--- config.mk ---
export PLATFORM = sky130hd
export DESIGN_NAME = latch_host
export DESIGN_NICKNAME = d
export VERILOG_FILES = /design/src/verilog/latch_host_pkg.sv /design/src/verilog/dim_pwm.sv /design/src/verilog/latch_host.sv
export SDC_FILE = /design/constraint.sdc
export NUM_CORES = 1
export LEC_CHECK = 0
export ABC_AREA = 1
export BUFFER_PORTS_ARGS = -buffer_cell sky130_fd_sc_hd__clkbuf_2
export CORE_UTILIZATION = 52
export CTS_CLUSTER_DIAMETER = 120
export DETAILED_ROUTE_END_ITERATION = 10
export PLACE_DENSITY = 0.76
export SKIP_CTS_REPAIR_TIMING = 1
export SYNTH_ARGS = -nofsm -noshare
export SYNTH_HDL_FRONTEND = slang
export SYNTH_HIERARCHICAL = 1
export SYNTH_SLANG_ARGS = --single-unit
--- constraint.sdc ---
create_clock -name i_ref_clk -period 1.2 [get_ports i_ref_clk]
set_input_delay 0.24 -clock i_ref_clk [delete_from_list [all_inputs] [get_ports i_ref_clk]]
set_output_delay 0.24 -clock i_ref_clk [all_outputs]
set_load 0.005 [all_outputs]
--- src/verilog/latch_host_pkg.sv ---
// package of constants and types for the addressable latch host controller
package latch_host_pkg;
    // ********************************************************
    // port word layout and timing
    // ********************************************************
    localparam int ADDR_W        = 3;
    localparam int WORD_W        = 6;
    localparam int BIT_DATA      = 3;
    localparam int BIT_SEL       = 4;
    localparam int BIT_CLR       = 5;
    localparam int CLK_HZ        = 10_000_000;
    localparam int PWM_MIN_HZ    = 400;
    localparam int PWM_STEPS     = 256;
    // pwm period cycles, rounded down to keep frequency >= 400 Hz
    localparam int PWM_CYC       = CLK_HZ / PWM_MIN_HZ;
    localparam int PWM_PRESCALE  = PWM_CYC / PWM_STEPS;
    localparam int PHASE_CYC     = 4;
    localparam int CLEAR_CYC     = 4;
    localparam logic [WORD_W-1:0] WORD_RST = 6'h30;

    typedef struct packed {
        logic             wipe_n;
        logic             sel_n;
        logic             data;
        logic [ADDR_W-1:0] addr;
    } port_word_t;

    typedef struct packed {
        logic [ADDR_W-1:0] addr;
        logic             data;
    } write_req_t;
endpackage : latch_host_pkg

--- src/verilog/dim_pwm.sv ---
// pwm generator for the shared output enable
module dim_pwm
    import latch_host_pkg::*;
#(
    parameter int PRESCALE = PWM_PRESCALE
)(
    input  wire logic       i_ref_clk,   // system clock
    input  wire logic       i_rst,       // async reset, high
    input  wire logic [7:0] i_duty,      // duty, 0 off, ff on
    output logic            o_pwm        // enable level
);
    localparam int PS_W = $clog2(PRESCALE + 1);
    logic [PS_W-1:0] ps_r;
    logic [7:0]      phase_r;

    // prescaler and phase counter, 256 steps per period
    always_ff @(posedge i_ref_clk or posedge i_rst)
    begin
        if (i_rst)
        begin
            ps_r    <= '0;
            phase_r <= 8'h00;
        end
        else if (ps_r == PS_W'(PRESCALE - 1))
        begin
            ps_r    <= '0;
            phase_r <= phase_r + 8'h01;
        end
        else
            ps_r <= ps_r + PS_W'(1);
    end

    // duty ff means fully on, 0 fully off
    always_ff @(posedge i_ref_clk or posedge i_rst)
    begin
        if (i_rst)
            o_pwm <= 1'b0;
        else
            o_pwm <= (i_duty == 8'hff) || (phase_r < i_duty);
    end
endmodule // dim_pwm

--- src/verilog/latch_host.sv ---
// host controller driving the addressable eight output latch device
module latch_host
    import latch_host_pkg::*;
#(
    parameter int PHASE   = PHASE_CYC,
    parameter int CLR_LEN = CLEAR_CYC,
    parameter int PRESC   = PWM_PRESCALE
)(
    input  wire logic              i_ref_clk,  // 10 MHz clock
    input  wire logic              i_rst,      // async reset, high
    input  wire logic              i_wr_valid, // write request
    input  wire logic [ADDR_W-1:0] i_wr_addr,  // channel address
    input  wire logic              i_wr_data,  // 1 on, 0 off
    input  wire logic              i_clr_req,  // clear all request
    input  wire logic [7:0]        i_duty,     // dimming duty
    output logic                   o_wr_ready, // idle, may accept
    output logic [ADDR_W-1:0]      o_addr,     // latch address pins
    output logic                   o_data,     // data pin
    output logic                   o_sel_n,    // unit select, low
    output logic                   o_latch_wipe_n, // clear, low
    output logic                   o_oe,       // output enable
    output logic [7:0]             o_shadow    // host copy of latches
);
    // ********************************************************
    // sequencer
    // ********************************************************
    typedef enum {ST_IDLE, ST_SETUP, ST_STROBE, ST_HOLD, ST_CLEAR} st_t;
    st_t              st_r;
    logic [7:0]       cnt_r;
    write_req_t       req_r;
    port_word_t       word_r;
    logic             pwm;
    logic [7:0]       sel_lo_r;   // cycles select has stood low
    logic [7:0]       wipe_lo_r;  // cycles clear has stood low
    logic [7:0]       gap_r;      // cycles since select was last low
    localparam logic [7:0] PH_LAST  = 8'(PHASE - 1);
    localparam logic [7:0] CLR_LAST = 8'(CLR_LEN - 1);
    localparam logic [7:0] SEL_LEN  = 8'(PHASE);
    localparam logic [7:0] WIPE_LEN = 8'(CLR_LEN);
    localparam logic [7:0] GAP_MIN  = 8'(2 * PHASE);

    // state and phase counter; clear has priority over writes
    always_ff @(posedge i_ref_clk or posedge i_rst)
    begin
        if (i_rst)
        begin
            st_r  <= ST_CLEAR;  // power-up clears the device
            cnt_r <= 8'h00;
            req_r <= '0;
        end
        else
        begin
            unique case (st_r)
                ST_IDLE:
                begin
                    cnt_r <= 8'h00;
                    if (i_clr_req)
                        st_r <= ST_CLEAR;
                    else if (i_wr_valid)
                    begin
                        req_r <= '{addr: i_wr_addr, data: i_wr_data};
                        st_r  <= ST_SETUP;
                    end
                end
                ST_SETUP, ST_STROBE, ST_HOLD, ST_CLEAR:
                begin
                    if (cnt_r == ((st_r == ST_CLEAR) ? CLR_LAST : PH_LAST))
                    begin
                        cnt_r <= 8'h00;
                        unique case (st_r)
                            ST_SETUP:  st_r <= ST_STROBE;
                            ST_STROBE: st_r <= ST_HOLD;
                            default:   st_r <= ST_IDLE;
                        endcase
                    end
                    else
                        cnt_r <= cnt_r + 8'h01;
                end
            endcase
        end
    end

    // ********************************************************
    // port word, one flop per pin
    // ********************************************************
    // address and data steady in all three write phases
    always_ff @(posedge i_ref_clk or posedge i_rst)
    begin
        if (i_rst)
            word_r <= port_word_t'(WORD_RST);
        else
        begin
            word_r.addr   <= req_r.addr;
            word_r.data   <= req_r.data;
            word_r.sel_n  <= !(st_r == ST_STROBE);
            word_r.wipe_n <= !(st_r == ST_CLEAR);
        end
    end

    // shadow of device latch contents
    always_ff @(posedge i_ref_clk or posedge i_rst)
    begin
        if (i_rst)
            o_shadow <= 8'h00;
        else if (st_r == ST_CLEAR)
            o_shadow <= 8'h00;
        else if (st_r == ST_STROBE && cnt_r == 8'h00)
            o_shadow[req_r.addr] <= req_r.data;
    end

    // ready flag registered
    always_ff @(posedge i_ref_clk or posedge i_rst)
    begin
        if (i_rst)
            o_wr_ready <= 1'b0;
        else
            o_wr_ready <= (st_r == ST_IDLE) && !i_wr_valid && !i_clr_req;
    end

    // enable: pwm shared by all channels, active high
    dim_pwm #(.PRESCALE(PRESC)) u_pwm (
        .i_ref_clk (i_ref_clk),
        .i_rst     (i_rst),
        .i_duty    (i_duty),
        .o_pwm     (pwm)
    );
    always_ff @(posedge i_ref_clk or posedge i_rst)
    begin
        if (i_rst)
            o_oe <= 1'b0;
        else
            o_oe <= pwm;
    end

    assign o_addr         = word_r.addr;
    assign o_data         = word_r.data;
    assign o_sel_n        = word_r.sel_n;
    assign o_latch_wipe_n = word_r.wipe_n;

    // ********************************************************
    // checks
    // ********************************************************
    // length of the current select pulse
    always_ff @(posedge i_ref_clk or posedge i_rst)
    begin
        if (i_rst)
            sel_lo_r <= 8'h00;
        else if (!o_sel_n)
            sel_lo_r <= sel_lo_r + 8'h01;
        else
            sel_lo_r <= 8'h00;
    end

    // length of the current clear pulse
    always_ff @(posedge i_ref_clk or posedge i_rst)
    begin
        if (i_rst)
            wipe_lo_r <= 8'h00;
        else if (!o_latch_wipe_n)
            wipe_lo_r <= wipe_lo_r + 8'h01;
        else
            wipe_lo_r <= 8'h00;
    end

    // gap since the last strobe, saturating so the first write passes
    always_ff @(posedge i_ref_clk or posedge i_rst)
    begin
        if (i_rst)
            gap_r <= 8'hff;
        else if (!o_sel_n)
            gap_r <= 8'h00;
        else if (gap_r != 8'hff)
            gap_r <= gap_r + 8'h01;
    end

    // select strobe shape and spacing
    AST_SEL_LOW_LEN: assert property (
        @(posedge i_ref_clk) disable iff (i_rst)
        $rose(o_sel_n) |-> sel_lo_r == SEL_LEN)
        else $error("select low width wrong");
    AST_ADDR_STEADY: assert property (
        @(posedge i_ref_clk) disable iff (i_rst)
        !o_sel_n |-> $stable(o_addr) && $stable(o_data))
        else $error("address or data moved during strobe");
    AST_SETUP_BEFORE: assert property (
        @(posedge i_ref_clk) disable iff (i_rst)
        $fell(o_sel_n) |-> $past(o_sel_n, 2) && $stable(o_addr))
        else $error("no setup before strobe");
    AST_SEL_GAP: assert property (
        @(posedge i_ref_clk) disable iff (i_rst)
        $fell(o_sel_n) |-> gap_r >= GAP_MIN)
        else $error("strobes too close together");
    AST_DATA_HELD_HIGH: assert property (
        @(posedge i_ref_clk) disable iff (i_rst)
        $rose(o_sel_n) |-> $stable(o_addr) && $stable(o_data))
        else $error("address or data moved at select release");
    AST_TAKE_PINS: assert property (
        @(posedge i_ref_clk) disable iff (i_rst)
        o_wr_ready && i_wr_valid && !i_clr_req |->
            ##2 (o_addr == $past(i_wr_addr, 2) && o_data == $past(i_wr_data, 2)))
        else $error("pins do not carry the taken request");
    AST_TAKE_TO_STROBE: assert property (
        @(posedge i_ref_clk) disable iff (i_rst)
        o_wr_ready && i_wr_valid && !i_clr_req |-> ##6 $fell(o_sel_n))
        else $error("strobe not at expected cycle");
    // clear pulse
    AST_CLR_NO_SEL: assert property (
        @(posedge i_ref_clk) disable iff (i_rst)
        !o_latch_wipe_n |-> o_sel_n)
        else $error("strobe during clear");
    AST_CLR_SHADOW: assert property (
        @(posedge i_ref_clk) disable iff (i_rst)
        !o_latch_wipe_n |-> o_shadow == 8'h00)
        else $error("shadow not cleared");
    AST_WIPE_LEN: assert property (
        @(posedge i_ref_clk) disable iff (i_rst)
        $rose(o_latch_wipe_n) |-> wipe_lo_r == WIPE_LEN)
        else $error("clear low width wrong");
    AST_CLR_TAKE: assert property (
        @(posedge i_ref_clk) disable iff (i_rst)
        o_wr_ready && i_clr_req |-> ##2 !o_latch_wipe_n)
        else $error("clear request not sent");
    // shadow image of the latches
    AST_SHADOW_WR: assert property (
        @(posedge i_ref_clk) disable iff (i_rst)
        $fell(o_sel_n) |-> o_shadow[o_addr] == o_data)
        else $error("shadow mismatch after strobe");
    AST_ONE_CHANNEL: assert property (
        @(posedge i_ref_clk) disable iff (i_rst)
        $fell(o_sel_n) |-> o_shadow ==
            (($past(o_shadow) & ~(8'h01 << o_addr)) | (8'(o_data) << o_addr)))
        else $error("strobe touched another channel");
    AST_SHADOW_QUIET: assert property (
        @(posedge i_ref_clk) disable iff (i_rst)
        $changed(o_shadow) |-> $fell(o_sel_n) || !o_latch_wipe_n)
        else $error("shadow moved without strobe or clear");
    // idle handshake
    AST_READY_IDLE: assert property (
        @(posedge i_ref_clk) disable iff (i_rst)
        o_wr_ready |-> o_sel_n && o_latch_wipe_n)
        else $error("ready while busy");
    AST_READY_STEADY: assert property (
        @(posedge i_ref_clk) disable iff (i_rst)
        o_wr_ready |-> $stable(o_addr) && $stable(o_data))
        else $error("pins moved while idle");
    // shared output enable
    AST_OE_OFF: assert property (
        @(posedge i_ref_clk) disable iff (i_rst)
        i_duty == 8'h00 |-> ##2 !o_oe)
        else $error("enable on at zero duty");
    AST_OE_ON: assert property (
        @(posedge i_ref_clk) disable iff (i_rst)
        i_duty == 8'hff |-> ##2 o_oe)
        else $error("enable off at full duty");
endmodule // latch_host

==> impl_metrics.csv <==
group,metric,value,unit
detailed_routing,detail_route.wl_per_cell,11.88,um
yosys,synth.cell_area,2549,um2
detailed_routing,routed-via-count,2277,
timing,finalSetupTns,-2962,ps
yosys,synth_top_area_share,0.4320,
timing,worstMarginPinSlew,388.0,ps
floorplanning,dieHeight,72.01,um
global_route,grt_use_total,0.2122,
global_route,grt_max_degree,32,
floorplanning,ios,32,
timing,drv_slew,0,
yosys,post_synth_num_cell_types,27,
cells_and_area,final_core_utilization,0.7054,
floorplanning,area_of_the_die,5185,um2
global_route,grt_pass1_wl,8556,um
floorplanning,start_util,0.5396,
floorplanning,row_count,25,
place,placement.setup.worst_slack,-113.0,ps
power,static-leakage-power,1.897,nW
cells_and_area,stdcell_count,464,
yosys,syn-num-nets,355,
yosys,synth_simple_gate_area_share,0.3216,
clock_network,htree_num_levels,2,
clock_network,buffer_levels_on_the_longest_clock_path,2,
setup_path,worst-endpoint-arrival,1650,ps
detailed_routing,overall_routed_net_length,5511,um
timing,final_period_minus_worst_setup_slack,1440,ps
yosys,muxShareOfSynthArea,0,
yosys,primary_flip_flop_cell_chosen_by_synthesis_mapping,"sky130_fd_sc_hd__dfrtp_1",
timing,final_critical_path_setup_slack,-239.5,ps
yosys,synthXorXnorAreaFrac,0.02405,
place,io_buffer_count,31,
timing,finClkSkew,9.388,ps
setup_path,worstPathRequired,1410,ps
yosys,synth-seq-area-share,0.4629,
power,p_total,5.204,mW
setup_path,r2r.worst_path.cells,8,
detailed_routing,viasPerCell,4.907,
setup_path,crit_path_start_kind,"flop",
setup_path,worst-setup-path-type,"reg -> reg",
cells_and_area,area.growth.synth_to_final,30.73,%
yosys,synth_edf_count,0,
timing,timing.final.setup_violations,26,
yosys,synth.ff_latch_count,47,
cells_and_area,drive_gt1_frac,0.3275,
flow_run,max_cap_violations,0,
global_route,grt.overflow.total,0,
cells_and_area,layout.nets,424,
power,vdd.ir_drop.worst,0.0007840,V
timing,post-route-period-util,1.200,
timing,timing.final.hold_violations,0,
yosys,postSynthAreaPerCell,7.794,um2
setup_path,end_kind,"flop",
min_path,min_path_type,"in -> reg",
clock_network,clock_sinks,47,
clock_network,clock_latency_reported_for_the_late_side_of_the_worst_skew_pair,300,ps
detailed_routing,iter_0_drt_violations,133,
setup_path,crit_path_frequent_cell,"sky130_fd_sc_hd__inv_1",
setup_path,critPathMaxStageDelay,410,ps
setup_path,crit_chain,"inv_1, ha_1, nand4_1, buf_6, nor2_4, nand3_1, nand2_1, inv_1",
power,power.density,1562,nW/um2
floorplanning,coreArea,4723,um2
clock_network,clkSlewWorstSetupHoldPaths,90,ps
cells_and_area,insertedDiodeCount,0,
yosys,largest_family_of_logic_cells_by_synthesized_area,"simple AND/OR/NAND/NOR gates",
yosys,number_of_instances_in_the_synthesized_netlist,327,
clock_network,cts_made_buffers,5,
detailed_routing,antenna_left,0,
yosys,synthDominantAreaCellType,"sky130_fd_sc_hd__dfrtp_1",
yosys,synth.yosys.warnings,6,
clock_network,clk_root_buffer_cell,"sky130_fd_sc_hd__clkbuf_8",
global_route,antenna_found_initial,0,
place,dp_hpwl,3811,um
detailed_routing,drcViolationCount,0,
yosys,synthAdderAreaFrac,0.05891,
yosys,postSynth.asyncResetShare,1.000,
place,place.detailed.instances,447,
setup_path,critical_path.slowest_cell,"sky130_fd_sc_hd__dfrtp_1",
setup_path,cp_max_fo,5,
yosys,synth_compound_gate_area_share,0.03829,
global_route,grt_pass1_vias,2069,
run_status,status,"finished, violations left",
timing,slew_headroom,0.7414,
timing,fmaxAchievable,694.7,MHz
clock_network,clock_tree_from_tritoncts,"yes",
min_path,cell_depth_of_the_worst_hold_path,3,
floorplanning,chipWidth,72.01,um
place,last_weighted_congestion_value_of_the_routability_driven_placer,0.8470,
detailed_routing,firstDrtPassIters,4,
timing,unrepaired_setup_endpoints_after_global_routing,"true",
run_status,violated_checks,"setup timing",
yosys,synth.top_cells.by_area,"sky130_fd_sc_hd__dfrtp_1 (43%), sky130_fd_sc_hd__nand2_1 (14%), sky130_fd_sc_hd__inv_1 (8.5%)",
==> path summary, 6_finish.rpt <==
path                              from             to  slack (ps)
hold / removal               i_clr_req        st_r[2]         150
min in group asynchronous        i_rst  u_pwm/ps_r[6]         480
hold reg to reg            u_pwm/o_pwm           o_oe         360
max in group asynchronous        i_rst        o_sel_n         330
setup / recovery              cnt_r[1]    o_shadow[2]        -240
setup reg to reg              cnt_r[1]    o_shadow[2]        -240
==> cells by family (layout without fill, tap and decap cells) <==
kind of cell               count (synthesis)  count (layout)
xor gates and xnor gates                   7               7
buffers and inverters                     62             130
DFF                                       47              47
adders and majority gates                 12              12
and+or+nand+nor                          181             183
AOI/OAI and AO/OA                         18              18
==> power breakdown <==
group / switching, mW / total (mW) / internal [mW]
registers: 0.203 / 2.10 / 1.90
logic: 1.31 / 2.16 / 0.847
clock network: 0.539 / 0.947 / 0.408
total: 2.05 / 5.20 / 3.15
==> per-stage QoR <==
step                hold WS (ps)  instance area, um2
floorplan                  153.7                2549
global placement           252.5                2953
detailed placement         260.3                2953
CTS                       -69.85                3038
global route               141.1                3332
finish                     145.3                3332
==> cell type report <==
type	count	area, um2
sequential	47	1181
timing repair buffer	59	375.4
clock buffer	6	72.57
fill	357	1391
timing repair inverter	1	8.758
inverter	62	247.7
tap	67	83.83
multi-input combinational	220	1350
clock inverter	2	12.51
==> sequential cells by signal, summed over array words and instances (netlist names) <==
register / flops
u_pwm/ps_r: 7
o_oe: 1
st_r: 3
o_latch_wipe_n: 1
u_pwm/o_pwm: 1
req_r: 4
o_data: 1
cnt_r: 8
o_wr_ready: 1
u_pwm/phase_r: 8
o_shadow: 8
o_sel_n: 1
o_addr: 3
==> worst max-delay path: cells and delay by family (launching register included) <==
kind	cells	cell delay, ps
adders and majority gates	1	170
buffers and inverters	3	280
DFF	1	410
and+or+nand+nor	4	490
==> metal layers <==
layer,track usage,share of wire
met5,0,0
met4,0.04793,0.013
met3,0.05000,0.036
met2,0.3889,0.53
met1,0.2527,0.42
==> synth_stat cells, types with 3 or more instances <==
master / instances
sky130_fd_sc_hd__nand3_1: 29
sky130_fd_sc_hd__dfrtp_1: 44
sky130_fd_sc_hd__nand2_1: 94
sky130_fd_sc_hd__o21ai_0: 4
sky130_fd_sc_hd__a21oi_1: 11
sky130_fd_sc_hd__xnor2_1: 3
sky130_fd_sc_hd__nand2_2: 5
sky130_fd_sc_hd__nor3_1: 3
sky130_fd_sc_hd__dfstp_2: 3
sky130_fd_sc_hd__nand4_1: 7
sky130_fd_sc_hd__nor2_1: 31
sky130_fd_sc_hd__inv_1: 58
sky130_fd_sc_hd__ha_1: 12
sky130_fd_sc_hd__xor2_1: 4
==> cells in the final DEF, fill, tap and decap left out, drive strengths merged <==
cell type    instances
xnor2                3
a21oi               11
nand3b               2
nand4                7
o21ai                7
dlygate4sd3          1
nor3                 5
nor4                 1
clkinv               1
ha                  12
nor2                36
clkinvlp             1
clkbuf              37
dfrtp               44
nand2              102
xor2                 4
nand3               30
inv                 63
dfstp                3
buf                 27
No activity file was read; power rests on OpenSTA's default activity.
